===== src/verilog/irm_pkg.sv =====
package irm_pkg;

   // Timing figures as printed, in nanoseconds
   localparam int SHUTDOWN_PULSE_MIN_NS = 30000;
   localparam int PROGRAM_SETUP_TIME_NS = 200;
   localparam int REMOTE_SELECT_PULSE_NS = 200;
   localparam int PROGRAM_PULSE_MAX_NS = 5000;
   localparam int SELECT_SETUP_TIME_NS = 50;
   localparam int SELECT_HOLD_TIME_NS = 50;
   localparam int CLK_PERIOD_NS = 5;

   // Least times round up, longest times round down
   localparam int SHUTDOWN_CYC = (SHUTDOWN_PULSE_MIN_NS + CLK_PERIOD_NS - 1) / CLK_PERIOD_NS;
   localparam int SETUP_CYC = (PROGRAM_SETUP_TIME_NS + CLK_PERIOD_NS - 1) / CLK_PERIOD_NS;
   localparam int REMOTE_CYC = (REMOTE_SELECT_PULSE_NS + CLK_PERIOD_NS - 1) / CLK_PERIOD_NS;
   localparam int PULSE_MAX_CYC = PROGRAM_PULSE_MAX_NS / CLK_PERIOD_NS;
   localparam int SSETUP_CYC = (SELECT_SETUP_TIME_NS + CLK_PERIOD_NS - 1) / CLK_PERIOD_NS;
   localparam int HOLD_CYC = (SELECT_HOLD_TIME_NS + CLK_PERIOD_NS - 1) / CLK_PERIOD_NS;

   localparam int CNT_W = 16;

   // Requested modes
   typedef enum logic [1:0] {
      IRM_MODE_SIR = 2'h0,
      IRM_MODE_FIR = 2'h1,
      IRM_MODE_RC = 2'h2
   } irm_mode_e;

   // Sequencer states, one-hot
   typedef enum logic [6:0] {
      ST_IDLE = 7'h01,
      ST_SETUP = 7'h02,
      ST_RCPULSE = 7'h04,
      ST_SELECT = 7'h08,
      ST_HOLD = 7'h10,
      ST_SHUT = 7'h20,
      ST_WAKE = 7'h40
   } irm_state_e;

   typedef struct packed {
      logic power_down_input;
      logic irda_transmit_input;
      logic remote_transmit_input;
   } irm_pins_s;

   typedef struct packed {
      irm_state_e st;
      logic [CNT_W-1:0] cnt;
      irm_mode_e target;
      irm_mode_e mode;
      irm_pins_s pins;
   } irm_reg_s;

endpackage


===== src/verilog/irm_host.sv =====
`timescale 1ns/1ps
module irm_host #(
   parameter int SHUT_CYCLES = irm_pkg::SHUTDOWN_CYC
) (
   input wire logic CLK,
   input wire logic RESETN,
   input wire logic PROG_REQ,
   input wire irm_pkg::irm_mode_e PROG_MODE,
   input wire logic SHUT_REQ,
   input wire logic WAKE_REQ,
   input wire logic DIRECT_EN,
   input wire logic TX_IRDA,
   input wire logic TX_REMOTE,
   output logic BUSY,
   output logic IN_SHUTDOWN,
   output irm_pkg::irm_mode_e MODE,
   output logic POWER_DOWN_INPUT,
   output logic IRDA_TRANSMIT_INPUT,
   output logic REMOTE_TRANSMIT_INPUT
);

   // How the sequencer drives the transceiver
   //
   // The host owns three pins of the transceiver: power-down, the IrDA transmit
   // input and the remote transmit input. All three leave flip-flops, so the
   // transceiver never sees a glitch from the decode below.
   //
   // In idle the pins follow the user's data. With DIRECT_EN low the block is
   // in single-input programmable mode: the IrDA transmit input carries data and
   // the remote transmit input stays low. With DIRECT_EN high both inputs pass
   // through, and a request for both LEDs at once is turned into idle, since the
   // transceiver would switch both transmitters off anyway.
   //
   // A programming request raises power-down with the transmit input low, waits
   // the setup time, then either sets the transmit input to the bandwidth level
   // or, for remote control, gives it a pulse of the remote select width. After
   // the select setup time power-down falls; that edge is where the transceiver
   // latches its mode. The transmit level is then held for the hold time before
   // the pins go back to data and BUSY drops.
   //
   // Every wait is a count of whole clock cycles rounded up from the least time,
   // so a slower count only stretches the sequence. The longest programming
   // pulse, setup plus remote pulse plus select setup, must stay well under the
   // programming pulse limit and far from the shutdown width; at the nominal
   // clock it is 90 cycles against a limit of 1000.
   //
   // A shutdown request raises power-down and keeps it up. Once the shutdown
   // width has passed the transceiver is back in SIR whatever it was before, and
   // MODE says so. WAKE_REQ is honoured only after that point, so a wake that
   // comes too early cannot turn a shutdown into a short programming pulse with
   // an unknown transmit level.
   //
   // PROG_REQ and SHUT_REQ that arrive while BUSY is high are dropped without notice; the
   // user must wait for BUSY to fall. SHUT_REQ wins over PROG_REQ in one cycle.
   //
   // MODE changes only at the end of a programming sequence or once the shutdown
   // width has passed, so a user that reads it while BUSY is low always sees the mode the transceiver holds.
   //
   // Limits: the block does not know whether the transceiver was powered while
   // reset was asserted. It assumes power-up and reset coincide, as both leave
   // the transceiver in SIR.
   //
   // Data on TX_IRDA and TX_REMOTE reaches the pins one cycle late, because the
   // pins are registered. Data given while BUSY is high is not passed on: the
   // programming sequence owns the transmit input until it returns to idle.
   // A user that streams data must therefore check BUSY before each request,
   // or the bits that fall into the sequence are lost.

   irm_pkg::irm_reg_s r_q;
   irm_pkg::irm_reg_s r_d;

   // Count target compare, cycles already spent in a state
   function automatic logic done(input logic [irm_pkg::CNT_W-1:0] c, input int n);
      done = (c >= irm_pkg::CNT_W'(n - 1));
   endfunction

   // Sequencer and pin drive
   always_comb begin
      r_d = r_q;
      r_d.cnt = r_q.cnt + irm_pkg::CNT_W'(1);
      case (r_q.st)
         // Idle: pins carry user data; requests start a sequence
         // Shutdown is checked first so that it wins over programming
         irm_pkg::ST_IDLE: begin
            r_d.cnt = '0;
            r_d.pins.power_down_input = 1'b0;
            // direct drive; transmit input carries data when idle
            if (DIRECT_EN) begin
               r_d.pins.irda_transmit_input = TX_IRDA & ~TX_REMOTE;
               r_d.pins.remote_transmit_input = TX_REMOTE & ~TX_IRDA;
            end else begin
               r_d.pins.irda_transmit_input = TX_IRDA;
               r_d.pins.remote_transmit_input = 1'b0;
            end
            if (SHUT_REQ) begin
               r_d.st = irm_pkg::ST_SHUT;
               r_d.pins.power_down_input = 1'b1;
               r_d.pins.irda_transmit_input = 1'b0;
               r_d.pins.remote_transmit_input = 1'b0;
            end else if (PROG_REQ) begin
               r_d.st = irm_pkg::ST_SETUP;
               r_d.target = PROG_MODE;
               r_d.pins.power_down_input = 1'b1;
               r_d.pins.irda_transmit_input = 1'b0;
               r_d.pins.remote_transmit_input = 1'b0;
            end
         end

         // Setup: power-down is high, transmit input held low
         // At the end the transmit input takes the selection level
         irm_pkg::ST_SETUP: begin
            if (done(r_q.cnt, irm_pkg::SETUP_CYC)) begin
               r_d.cnt = '0;
               if (r_q.target == irm_pkg::IRM_MODE_RC) begin
                  r_d.st = irm_pkg::ST_RCPULSE;
                  r_d.pins.irda_transmit_input = 1'b1;
               end else begin
                  r_d.st = irm_pkg::ST_SELECT;
                  r_d.pins.irda_transmit_input = (r_q.target == irm_pkg::IRM_MODE_FIR);
               end
            end
         end

         // Remote select pulse on the transmit input
         // It ends before the select setup so the latched level is low
         irm_pkg::ST_RCPULSE: begin
            if (done(r_q.cnt, irm_pkg::REMOTE_CYC)) begin
               r_d.cnt = '0;
               r_d.st = irm_pkg::ST_SELECT;
               r_d.pins.irda_transmit_input = 1'b0;
            end
         end

         // Select setup: level stands before power-down falls
         // The fall of power-down at the end latches the mode
         irm_pkg::ST_SELECT: begin
            if (done(r_q.cnt, irm_pkg::SSETUP_CYC)) begin
               r_d.cnt = '0;
               r_d.st = irm_pkg::ST_HOLD;
               r_d.pins.power_down_input = 1'b0;
            end
         end

         // Hold: level kept after the latching edge
         // MODE is updated here, when the transceiver holds it
         irm_pkg::ST_HOLD: begin
            if (done(r_q.cnt, irm_pkg::HOLD_CYC)) begin
               r_d.cnt = '0;
               r_d.st = irm_pkg::ST_IDLE;
               r_d.mode = r_q.target;
               r_d.pins.irda_transmit_input = 1'b0;
            end
         end

         // Shutdown: power-down stays high until a wake is taken
         // Wake is refused until the minimum width has passed
         irm_pkg::ST_SHUT: begin
            // Saturate the count once the minimum width has passed
            if (done(r_q.cnt, SHUT_CYCLES)) begin
               r_d.cnt = r_q.cnt;
               r_d.mode = irm_pkg::IRM_MODE_SIR;
               if (WAKE_REQ) begin
                  r_d.cnt = '0;
                  r_d.st = irm_pkg::ST_WAKE;
                  r_d.pins.power_down_input = 1'b0;
               end
            end
         end

         // Wake: power-down is low again; wait before new requests
         // The hold count keeps the edge clear of the next request
         irm_pkg::ST_WAKE: begin
            if (done(r_q.cnt, irm_pkg::HOLD_CYC)) begin
               r_d.cnt = '0;
               r_d.st = irm_pkg::ST_IDLE;
            end
         end

         // Unknown code: back to idle, pins keep their levels
         default: begin
            r_d.st = irm_pkg::ST_IDLE;
            r_d.cnt = '0;
         end
      endcase
   end

   // State register; starts in SIR with pins low
   always_ff @(posedge CLK or negedge RESETN) begin
      if (!RESETN) begin
         r_q.st <= irm_pkg::ST_IDLE;
         r_q.cnt <= '0;
         r_q.target <= irm_pkg::IRM_MODE_SIR;
         r_q.mode <= irm_pkg::IRM_MODE_SIR;
         r_q.pins <= '0;
      end else begin
         r_q <= r_d;
      end
   end

   // Status outputs
   assign BUSY = (r_q.st != irm_pkg::ST_IDLE);
   assign IN_SHUTDOWN = (r_q.st == irm_pkg::ST_SHUT);
   assign MODE = r_q.mode;

   // Transceiver pins, straight from flip-flops
   assign POWER_DOWN_INPUT = r_q.pins.power_down_input;
   assign IRDA_TRANSMIT_INPUT = r_q.pins.irda_transmit_input;
   assign REMOTE_TRANSMIT_INPUT = r_q.pins.remote_transmit_input;

endmodule


===== config.mk =====
export PLATFORM = sky130hd
export DESIGN_NAME = irm_host
export DESIGN_NICKNAME = d
export VERILOG_FILES = /design/src/verilog/irm_pkg.sv /design/src/verilog/irm_host.sv
export SDC_FILE = /design/constraint.sdc
export NUM_CORES = 1
export LEC_CHECK = 0
export BUFFER_PORTS_ARGS = -buffer_cell sky130_fd_sc_hd__buf_2
export CAP_MARGIN = 30
export CORE_MARGIN = 10
export CORE_UTILIZATION = 58
export DETAILED_ROUTE_END_ITERATION = 16
export PLACE_DENSITY = 0.84
export SYNTH_ARGS = -nofsm -noshare
export SYNTH_HDL_FRONTEND = slang
export SYNTH_SLANG_ARGS = --single-unit
export TNS_END_PERCENT = 50

===== constraint.sdc =====
create_clock -name CLK -period 2.6 [get_ports CLK]
set_input_delay 0.13 -clock CLK [delete_from_list [all_inputs] [get_ports CLK]]
set_output_delay 0.13 -clock CLK [all_outputs]
set_load 0.1 [all_outputs]

==> results of run 1 <==
[metal layers]
layer	part of all wire	vias up
li1	-	711
met1	0.39	738
met2	0.52	84
met3	0.075	12
met4	0.017	0
met5	0	-
[cell type report]
cell class / instances / area share
Tap cell: 31 / 0.0198
Clock buffer: 8 / 0.0301
Multi-Input combinational cell: 143 / 0.494
Sequential cell: 30 / 0.385
Timing Repair Buffer: 20 / 0.0589
Inverter: 6 / 0.0115
[power by group]
part / switching [uW] / internal [uW] / total [uW]
sequential: 86.7 / 539 / 626
combinational: 503 / 211 / 714
clock: 155 / 133 / 288
[critical path, cell delays in order, from the launching register on]
cell and delay, ps:
sky130_fd_sc_hd__dfrtp_1 460, sky130_fd_sc_hd__ha_1 300, sky130_fd_sc_hd__a211oi_2 270, sky130_fd_sc_hd__o2111ai_2 200, sky130_fd_sc_hd__or4b_4 550, sky130_fd_sc_hd__a21boi_4 180
sky130_fd_sc_hd__and3_4 250, sky130_fd_sc_hd__nor2_1 150
[logic make-up (layout without fill, tap and decap cells)]
logic type / after synthesis / count (layout) / synth area share
AOI/OAI and AO/OA: 39 / 39 / 0.164
adders and majority gates: 4 / 4 / 0.0284
muxes: 2 / 2 / 0.0121
DFF: 30 / 30 / 0.427
and+or+nand+nor: 86 / 86 / 0.270
xor gates and xnor gates: 12 / 12 / 0.0597
buffers and inverters: 14 / 34 / 0.0384
[final timing paths]
| kind | end | start | slack (ps) |
|---|---|---|---|
| worst max-delay path | r_q[10] | r_q[7] | 170 |
| worst max register to register | r_q[10] | r_q[7] | 170 |
| max in group asynchronous | r_q[27] | RESETN | 1770 |
| worst min register to register | REMOTE_TRANSMIT_INPUT | REMOTE_TRANSMIT_INPUT | 500 |
| worst min-delay path | r_q[6] | PROG_MODE[1] | 30 |
| min in group asynchronous | r_q[13] | RESETN | 360 |
[placed cells by master, fill, tap and decap left out, types with 3 or more instances in the layout]
cell type                       instances
sky130_fd_sc_hd__nand2_1               16
sky130_fd_sc_hd__clkbuf_4               5
sky130_fd_sc_hd__a22o_1                 4
sky130_fd_sc_hd__dfrtp_1               28
sky130_fd_sc_hd__nand3_1               11
sky130_fd_sc_hd__xor2_1                10
sky130_fd_sc_hd__dlygate4sd3_1          3
sky130_fd_sc_hd__nor3_1                 6
sky130_fd_sc_hd__buf_2                 17
sky130_fd_sc_hd__o21ai_0                8
sky130_fd_sc_hd__nand4_1                3
sky130_fd_sc_hd__nor2_1                24
sky130_fd_sc_hd__a31oi_1                3
sky130_fd_sc_hd__nand3b_1               3
sky130_fd_sc_hd__a21oi_1                5
sky130_fd_sc_hd__inv_1                  6
sky130_fd_sc_hd__ha_1                   4
sky130_fd_sc_hd__and3_1                 3
[stage by stage]
stage / cells / area, sq um / hold WS [ps]
after detailed placement: 226 / 1860 / 199
after global placement: 226 / 1860 / 185
after CTS: 237 / 1940 / 19.5
after global routing: 238 / 1950 / 15.3
after floorplan: 187 / 1780 / -166
final: 238 / 1950 / 33.7
[state kept, by name (all words and copies together), names as in the netlist]
register	flops
r_q	25
REMOTE_TRANSMIT_INPUT	1
POWER_DOWN_INPUT	1
IRDA_TRANSMIT_INPUT	1
MODE	2
[timing repair]
item,CTS,global route
setup endpoints to repair,0,2
endpoints found under the hold margin,31,0
hold buffers,3,0
gates resized for setup,0,1
==> Implementation_results.wiki, run 1 <==
{| class="wikitable"
! Metric !! Value
|-
| Power density relative to cell area || 833 nW/um^2
|-
| Share of Yosys cell area claimed by the top area cell type || 0.412
|-
| Post-synthesis area per instance || 9.41 sq um
|-
| Number of nets in the finished design || 220
|-
| Detail Placement HPWL || 3.15 mm
|-
| Proportion of layout cells with a drive suffix above 1 || 0.198
|-
| Routed wire per std cell || 18.2 um
|-
| EDFF count, synth || 0
|-
| Max-slew violation count || 0
|-
| Unrepaired setup endpoints after global routing || no
|-
| Number of violations of the max-capacitance limit || 0
|-
| Synthesized cell area || 1760 sq um
|-
| Die Y-Extent || 75.1 um
|-
| Number of antenna violations at the first check in global routing || 0
|-
| Synthesized instance count || about 190
|-
| Clock sink count || 30
|-
| Rel. slew slack || 0.563
|-
| Max rail drop VDD || between 0.7 and 0.8 mV
|-
| Via count of the first global-routing pass || 1527
|-
| Layer with the highest usage after global routing || met2
|-
| Ratio of routed vias to standard cells || roughly 6.5
|-
| Worst Reg2Reg Path Length in Cells || 7
|-
| Path type of the worst min-delay path || in2reg
|-
| Number of input and output port buffers inserted || 16
|-
| Outcome || finished clean
|-
| Post-synthesis cell type with the largest combined area || sky130_fd_sc_hd__dfrtp_1
|-
| Global placer's final weighted congestion || 0.935
|-
| Syn_nets || around 200
|-
| Total Wirelength || 4.33 mm
|-
| Design Power || 1630 uW
|-
| Deepest clock path buffer count || 2
|-
| Count of fill cells added during filler insertion || 220
|-
| Wire length of the first global-routing pass || roughly 7.3 mm
|-
| DRC Markers || 0
|-
| Capturing element type of the critical path || register
|-
| Depth of the worst hold-timing path || 2
|-
| All-Layer GR Usage || 0.168
|-
| Cell types with the highest counts after synthesis || sky130_fd_sc_hd__dfrtp_1 (29), sky130_fd_sc_hd__nor2_1 (24), sky130_fd_sc_hd__nand2_1 (16)
|-
| Core Area || 2830 sq um
|-
| Biggest fanout along the worst timing path || 12
|-
| Final min period || 2430 ps
|-
| CTS H-tree lvls || 2
|-
| Standby leakage power || 0.000898 uW
|-
| Iteration count of the initial detailed-routing pass || 7
|-
| Fin Clk Skew || just under 10 ps
|-
| P&R area growth vs syn || 11.0%
|-
| GRT met1 Usage || 0.185
|-
| Std cell rows || 19
|-
| Flip-flop and latch count after synthesis || 30
|-
| Latest clock arrival within the worst-skew pair || approximately 320 ps
|-
| Arrival time worst endpoint || 2680 ps
|-
| Clock transition at path regs || 90 ps
|-
| Asr flop ratio synth || 1.00
|-
| Yosys warns || 0
|-
| Final number of setup-violating endpoints || 0
|-
| Total via count after detailed routing || 1545
|-
| Sequential Area || approximately 750 sq um
|-
| Sequential cell area fraction in the yosys report || 0.427
|-
| Die area || 5640 sq um
|-
| TritonCTS clock tree || yes
|-
| Final core occ || 0.691
|-
| Die Wd || 75.1 um
|-
| Data required time at the worst endpoint || 2850 ps
|-
| Buffer type at the clock tree root || sky130_fd_sc_hd__clkbuf_4
|-
| Count of final hold-check violations || 0
|-
| Maximum number of pins on one net before global-route repair || 31
|-
| F_max || slightly above 400 MHz
|-
| Met2 usage || 0.292
|-
| Final antenna-violating net count || 0
|-
| Critical path class || reg2reg
|-
| Post-route worst setup slack || ~170 ps
|-
| Post-Place Setup Slack || 115 ps
|-
| Top-level port count || 17
|-
| Area occupied by multi-input gates || 966 sq um
|-
| Initial Utilization || 0.622
|-
| Worst-margin pin slew || 655 ps
|-
| Number of DRC markers in iteration 0 || 196
|-
| Inserted Diodes || 0
|-
| Post-route fraction of the period consumed by the critical path || 0.933
|-
| Inserted Clock Buffers || 5
|-
| Total Negative Setup Slacks || 0 ps
|-
| Library cell with the highest instance count after synthesis || sky130_fd_sc_hd__dfrtp_1
|-
| Remaining global-route overflow || 0
|-
| Distinct cell type count of the synthesized netlist || 53
|-
| Met3 Usage GRT || 0.0499
|-
| Post-CTS Setup Repair Bufs || 0
|-
| Post-synth top flop || sky130_fd_sc_hd__dfrtp_1
|-
| Category of the worst setup path launch point || register
|-
| Cells taking the most area after synthesis || sky130_fd_sc_hd__dfrtp_1 (41%), sky130_fd_sc_hd__nor2_1 (5.1%), sky130_fd_sc_hd__xor2_1 (5.0%)
|}
No activity file was read; power rests on OpenSTA's default activity.
==> run 2, diff against run 1 <==
--- a/config.mk
+++ b/config.mk
@@ -8,9 +8,10 @@
 export BUFFER_PORTS_ARGS = -buffer_cell sky130_fd_sc_hd__buf_2
 export CAP_MARGIN = 30
 export CORE_MARGIN = 10
-export CORE_UTILIZATION = 58
+export CORE_UTILIZATION = 59
+export CTS_BUF_LIST = sky130_fd_sc_hd__clkbuf_2
 export DETAILED_ROUTE_END_ITERATION = 16
-export PLACE_DENSITY = 0.84
+export PLACE_DENSITY = 0.86
 export SYNTH_ARGS = -nofsm -noshare
 export SYNTH_HDL_FRONTEND = slang
 export SYNTH_SLANG_ARGS = --single-unit
==> run 2 against run 1 <==
  * Combinational power increased by 1%
  * Sequential power decreased by 2%
  * Core utilization increased by 1.7 points
  * Worst setup slack got worse by 1.3 ps
  * Global-route usage decreased by 0.96 points
  * Register-to-register slack about the same
==> Implementation_results.wiki, run 2 (same netlist as run 1, synthesis figures left out) <==
{| class="wikitable"
! Metric !! Value
|-
| Deepest clock path buffer count || 2 (unchanged)
|-
| Std cell rows || 19 (unchanged)
|-
| Global placer's final weighted congestion || 0.977 (+4.5%)
|-
| DRC Markers || 0 (unchanged)
|-
| Number of DRC markers in iteration 0 || 132 (-33%)
|-
| Clock sink count || 30 (unchanged)
|-
| Depth of the worst hold-timing path || 2 (unchanged)
|-
| Latest clock arrival within the worst-skew pair || 390 ps (+70 ps)
|-
| Via count of the first global-routing pass || 1537 (+0.65%)
|-
| Post-route fraction of the period consumed by the critical path || 0.933 (about the same)
|-
| Number of nets in the finished design || 222 (+0.91%)
|-
| Worst Reg2Reg Path Length in Cells || 7 (unchanged)
|-
| Biggest register || r_q
|-
| Commonest non-fill, non-tap cells in the layout || sky130_fd_sc_hd__dfrtp_1 (28), sky130_fd_sc_hd__nor2_1 (24), sky130_fd_sc_hd__nand2_1 (16), sky130_fd_sc_hd__buf_2 (16), sky130_fd_sc_hd__nand3_1 (11)
|-
| Most common cell after layout, fill and taps aside || sky130_fd_sc_hd__dfrtp_1
|-
| Final antenna-violating net count || 0 (unchanged)
|-
| Count of final hold-check violations || 0 (unchanged)
|-
| Initial Utilization || 0.628 (+0.00527)
|-
| Flip-flop count of the largest register, all copies and words added || 25 (unchanged)
|-
| Arrival time worst endpoint || 2740 ps (+60 ps)
|-
| Routed wire per std cell || 17.0 um (-6.8%)
|-
| Cell breakdown of the critical path || ha_1 > a211oi_2 > o2111ai_2 > or4b_4 > a21boi_4 > and3_4 > o21ai_1
|-
| Final Cell Area || 1990 sq um (+1.6%)
|-
| Rel. slew slack || 0.528 (-0.0354)
|-
| Worst-margin pin slew || 703 ps (+48.3 ps)
|-
| F_max || 412 MHz (about the same)
|-
| Power density relative to cell area || 840 nW/um^2 (+0.89%)
|-
| All-Layer GR Usage || 0.159 (-0.00964)
|-
| Minimum setup slack among reg-to-reg paths || 170 ps (about the same)
|-
| TritonCTS clock tree || yes
|-
| Number of input and output port buffers inserted || 16 (unchanged)
|-
| Clock transition at path regs || 160 ps (+70 ps)
|-
| Number of violations of the max-capacitance limit || 0 (unchanged)
|-
| Iteration count of the initial detailed-routing pass || 4 (-3)
|-
| Detail Placement HPWL || 3.04 mm (-3.6%)
|-
| Wire length of the first global-routing pass || 6.95 mm (-4.6%)
|-
| Post-CTS Setup Repair Bufs || 0 (unchanged)
|-
| Proportion of layout cells with a drive suffix above 1 || 0.201 (+0.00289)
|-
| Path type of the worst min-delay path || in2reg
|-
| Count of fill cells added during filler insertion || 214 (-2.7%)
|-
| Inserted Diodes || 0 (unchanged)
|-
| Critical path class || reg2reg
|-
| Buffer type at the clock tree root || sky130_fd_sc_hd__clkbuf_2
|-
| Inserted Clock Buffers || 5 (unchanged)
|-
| Standby leakage power || 0.000921 uW (+2.6%)
|-
| Fin Clk Skew || 14.9 ps (+5.27 ps)
|-
| Unrepaired setup endpoints after global routing || no
|-
| Outcome || finished clean
|-
| Endpoint of the worst register-to-register path || r_q[14]
|-
| Crit-path max cell delay || 550 ps (about the same)
|-
| Total Wirelength || 4.07 mm (-6.0%)
|-
| Worst Hold Margin || 13.9 ps (-19.8 ps)
|-
| Final number of setup-violating endpoints || 0 (unchanged)
|-
| Ratio of routed vias to standard cells || 6.40 (-1.4%)
|-
| Hold Path Origin || WAKE_REQ
|-
| Area post-placement || 1860 sq um (unchanged)
|-
| Max-slew violation count || 0 (unchanged)
|-
| Reg-to-reg critical path startpoint || r_q[7]
|-
| Top-level port count || 17 (unchanged)
|-
| Post-Place Setup Slack || 108 ps (-6.54 ps)
|-
| CTS H-tree lvls || 2 (unchanged)
|-
| Biggest fanout along the worst timing path || 12 (unchanged)
|-
| Total via count after detailed routing || 1536 (-0.58%)
|-
| Die Wd || 74.6 um (-0.62%)
|-
| Hold worst-path end || r_q[29]
|-
| Number of antenna violations at the first check in global routing || 0 (unchanged)
|-
| Maximum number of pins on one net before global-route repair || 31 (unchanged)
|-
| Capturing element type of the critical path || register
|-
| Final min period || 2430 ps (+1.26 ps)
|-
| Die Y-Extent || 74.6 um (-0.62%)
|-
| Library cell contributing the largest single delay on the critical path || sky130_fd_sc_hd__or4b_4
|-
| Remaining global-route overflow || 0 (unchanged)
|-
| Post-route worst setup slack || 174 ps (-1.26 ps)
|-
| P&R area growth vs syn || 12.8%
|-
| Die area || 5570 sq um (-1.2%)
|-
| Max rail drop VDD || 0.988 mV (+30%)
|-
| Core Area || 2810 sq um (-0.84%)
|-
| Data required time at the worst endpoint || 2910 ps (+60 ps)
|-
| Category of the worst setup path launch point || register
|}
==> run 2: report_power, final <==
part | internal [uW] | leakage (uW) | switching (uW)
Sequential | 539 | 0.000404 | 77.3
Combinational | 218 | 0.000474 | 504
Clock | 160 | 0.0000427 | 171
==> run 2: cell type report <==
class | count | area, sq um | share of cell area
flip-flops and latches | 30 | 753 | 0.379
repair buffers | 22 | 140 | 0.0706
multi-input cells | 143 | 966 | 0.486
inverters | 6 | 22.5 | 0.0113
clock buffers | 5 | 25.0 | 0.0126
clock inverters | 3 | 40.0 | 0.0202
well taps | 31 | 38.8 | 0.0195
==> run 2: through the flow <==
| step | TNS (ps) | power, uW | util | cells |
|---|---|---|---|---|
| floorplan | -544 | 1210 | - | 187 |
| global placement | 0 | 1310 | 0.661 | 226 |
| detailed placement | 0 | 1340 | 0.661 | 226 |
| CTS | 0 | 1670 | 0.706 | 240 |
| global route | 0 | 1760 | 0.708 | 240 |
| finish | 0 | 1670 | 0.708 | 240 |
==> run 2: worst max-delay path by stage <==
stage            start  endpoint  slack, ps
2_1_floorplan  r_q[27]    r_q[6]       -220
3_3_place_gp    r_q[7]   r_q[14]        240
3_5_place_dp    r_q[7]   r_q[14]        110
4_1_cts         r_q[7]   r_q[14]         60
5_1_grt         r_q[7]   r_q[14]         90
6_report        r_q[7]   r_q[14]        170
==> run 2: routing by layer <==
metal	up-vias	global-route usage	part of all wire
li1	714	-	-
met1	762	0.180	0.41
met2	49	0.272	0.50
met3	11	0.0499	0.065
met4	0	0.0630	0.020
met5	-	0	0
==> run 2: critical path, delay by kind of cell, from the launching register on <==
family / cells / cell delay (ps)
AO/OA/AOI/OAI: 4 / 790
adder cells (fa/ha/maj): 1 / 290
flip-flops: 1 / 480
AND/OR/NAND/NOR: 2 / 790
==> run 2: repair_timing <==
item                                   4_1_cts  5_1_grt
setup endpoints to repair                    0       12
hold buffers                                 6        0
gates resized for setup                      0        2
endpoints found under the hold margin       33        0
==> run 3, diff against run 2 <==
--- a/config.mk
+++ b/config.mk
@@ -11,7 +11,8 @@
 export CORE_UTILIZATION = 59
 export CTS_BUF_LIST = sky130_fd_sc_hd__clkbuf_2
 export DETAILED_ROUTE_END_ITERATION = 16
-export PLACE_DENSITY = 0.86
+export PLACE_DENSITY_LB_ADDON = 0.12
+export REMOVE_ABC_BUFFERS = 1
 export SYNTH_ARGS = -nofsm -noshare
 export SYNTH_HDL_FRONTEND = slang
 export SYNTH_SLANG_ARGS = --single-unit
==> run 3 against run 2 <==
  * Worst hold slack better by 70 ps
  * Worst setup slack got worse by 31 ps
  * Clock power is 30% lower
  * Fmax down 1.3%
  * Count of clock-buffer cells in the layout rose by 3
  * Final cell count rose by 1.3%
  * First-iteration DRC count down 1.5%
  * Highest routed layer unchanged
==> Implementation_results.wiki, run 3 (same netlist as run 1, synthesis figures left out) <==
{| class="wikitable"
! Metric !! Value
|-
| Deepest clock path buffer count || 2 (unchanged)
|-
| Most common cell after layout, fill and taps aside || sky130_fd_sc_hd__dfrtp_1
|-
| Hold Path Origin || WAKE_REQ
|-
| Design Power || 1580 uW (-5.3%)
|-
| Die Y-Extent || 74.6 um (unchanged)
|-
| Crit-path max cell delay || 550 ps (about the same)
|-
| Top-level port count || 17 (unchanged)
|-
| Maximum number of pins on one net before global-route repair || 31 (unchanged)
|-
| Worst-margin pin slew || 658 ps (-45.3 ps)
|-
| Iteration count of the initial detailed-routing pass || 4 (unchanged)
|-
| Clock sink count || 30 (unchanged)
|-
| Total Negative Setup Slacks || 0 ps (unchanged)
|-
| Cell breakdown of the critical path || ha_1 > a211oi_1 > o2111ai_2 > or4b_4 > a21boi_4 > and3_4 > nor2_1
|-
| Post-route worst setup slack || 142 ps (-31.4 ps)
|-
| Latest clock arrival within the worst-skew pair || 370 ps (-20 ps)
|-
| Die Wd || 74.6 um (unchanged)
|-
| Die area || 5570 sq um (unchanged)
|-
| Clock transition at path regs || 140 ps (-20 ps)
|-
| Library cell contributing the largest single delay on the critical path || sky130_fd_sc_hd__or4b_4
|-
| Initial Utilization || 0.628 (unchanged)
|-
| Count of final hold-check violations || 0 (unchanged)
|-
| Post-Place Setup Slack || 203 ps (+94.4 ps)
|-
| Wire length of the first global-routing pass || 6.61 mm (-4.9%)
|-
| Detail Placement HPWL || 2.87 mm (-5.4%)
|-
| Worst Reg2Reg Path Length in Cells || 7 (unchanged)
|-
| Buffer type at the clock tree root || sky130_fd_sc_hd__clkbuf_2
|-
| Final number of setup-violating endpoints || 0 (unchanged)
|-
| Number of violations of the max-capacitance limit || 0 (unchanged)
|-
| Family of cells with the greatest summed delay on the critical path || simple AND/OR/NAND/NOR gates
|-
| Inserted Diodes || 0 (unchanged)
|-
| Flip-flop count of the largest register, all copies and words added || 25 (unchanged)
|-
| Setup crit start || r_q[7]
|-
| DRC Markers || 0 (unchanged)
|-
| Routed wire per std cell || 16.0 um (-5.7%)
|-
| Total via count after detailed routing || 1470 (-4.3%)
|-
| Path type of the worst min-delay path || in2reg
|-
| Capturing element type of the critical path || register
|-
| Number of input and output port buffers inserted || 16 (unchanged)
|-
| TritonCTS clock tree || yes
|-
| Unrepaired setup endpoints after global routing || no
|-
| Fin Clk Skew || 17.5 ps (+2.54 ps)
|-
| Ratio of routed vias to standard cells || 6.05 (-5.5%)
|-
| Post-CTS Setup Repair Bufs || 0 (unchanged)
|-
| Number of DRC markers in iteration 0 || 130 (-1.5%)
|-
| Arrival time worst endpoint || 2750 ps (about the same)
|-
| Proportion of layout cells with a drive suffix above 1 || 0.193 (-0.00756)
|-
| Via count of the first global-routing pass || 1367 (-11%)
|-
| Final antenna-violating net count || 0 (unchanged)
|-
| Inserted Clock Buffers || 5 (unchanged)
|-
| Max-slew violation count || 0 (unchanged)
|-
| F_max || 407 MHz (-1.3%)
|-
| Biggest register || r_q
|-
| Core Area || 2810 sq um (unchanged)
|-
| Global placer's final weighted congestion || 0.880 (-9.9%)
|-
| Commonest non-fill, non-tap cells in the layout || sky130_fd_sc_hd__dfrtp_1 (29), sky130_fd_sc_hd__nor2_1 (24), sky130_fd_sc_hd__nand2_1 (16), sky130_fd_sc_hd__buf_2 (16), sky130_fd_sc_hd__nand3_1 (11)
|-
| End point of the critical path || r_q[11]
|-
| Category of the worst setup path launch point || register
|-
| Number of logic stages on the critical path including buffering || 7 (unchanged)
|-
| CTS H-tree lvls || 2 (unchanged)
|-
| Endpoint of the worst register-to-register path || r_q[11]
|-
| Final min period || 2460 ps (+31.4 ps)
|-
| Reg-to-reg critical path startpoint || r_q[7]
|-
| Biggest fanout along the worst timing path || 12 (unchanged)
|-
| Standby leakage power || 0.000915 uW (-0.68%)
|-
| Count of fill cells added during filler insertion || 210 (-1.9%)
|-
| Max rail drop VDD || 0.748 mV (-24%)
|-
| Total Wirelength || 3.89 mm (-4.6%)
|-
| Critical path class || reg2reg
|-
| Number of antenna violations at the first check in global routing || 0 (unchanged)
|-
| Std cell rows || 19 (unchanged)
|-
| Number of nets in the finished design || 225 (+1.4%)
|-
| Data required time at the worst endpoint || 2890 ps (-20 ps)
|-
| Power density relative to cell area || 807 nW/um^2 (-3.9%)
|-
| Post-route fraction of the period consumed by the critical path || 0.945 (+0.0121)
|-
| Outcome || finished clean
|-
| All-Layer GR Usage || 0.155 (-0.00401)
|-
| Minimum setup slack among reg-to-reg paths || 140 ps (-30 ps)
|-
| Remaining global-route overflow || 0 (unchanged)
|-
| Number of buffers and inverters on the critical path || 0 (unchanged)
|-
| P&R area growth vs syn || 11.2%
|-
| Rel. slew slack || 0.561 (+0.0334)
|}
-- run 3: through the flow --
stage          hold slack [ps]   util  cells  instance area [sq um]
2_1_floorplan             -166      -    179                   1720
3_3_place_gp               189  0.662    229                   1860
3_5_place_dp               195  0.662    229                   1860
4_1_cts                 0.0453  0.694    242                   1950
5_1_grt                   36.5  0.698    243                   1960
6_report                  83.4  0.698    243                   1960
-- run 3: worst min path at each step --
| stage | to | slack, ps | depth (start not counted) |
|---|---|---|---|
| final | r_q[29] | 80 | 2 |
| after global routing | r_q[29] | 40 | 2 |
| after CTS | r_q[6] | 0.05 | 2 |
| after detailed placement | r_q[17] | 190 | 1 |
| after global placement | r_q[17] | 190 | 1 |
| after floorplan | IRDA_TRANSMIT_INPUT | -170 | 0 |
-- run 3: layer usage --
layer  vias up  global-route usage  part of all wire
met5         -                   0                 0
met4         0              0.0693             0.016
met3         7              0.0460             0.068
met2        46               0.211              0.42
met1       698               0.218              0.49
li1        719                   -                 -
-- run 3: power breakdown --
part	internal [uW]	switching [uW]
Combinational	223	508
Clock	79.3	153
Sequential	539	77.3
Total	842	738
-- run 3: layout make-up --
class	instances	area [sq um]	share of cell area
Timing Repair Buffer	25	163	0.0831
Multi-Input combinational cell	143	941	0.481
Sequential cell	30	752	0.384
Inverter	6	22.5	0.0115
Clock buffer	8	40.0	0.0205
Tap cell	31	38.8	0.0198
-- run 3: what timing repair did --
action,4_1_cts,5_1_grt
hold buffers,5,1
hold endpoints to repair,32,1
resized for setup,0,0
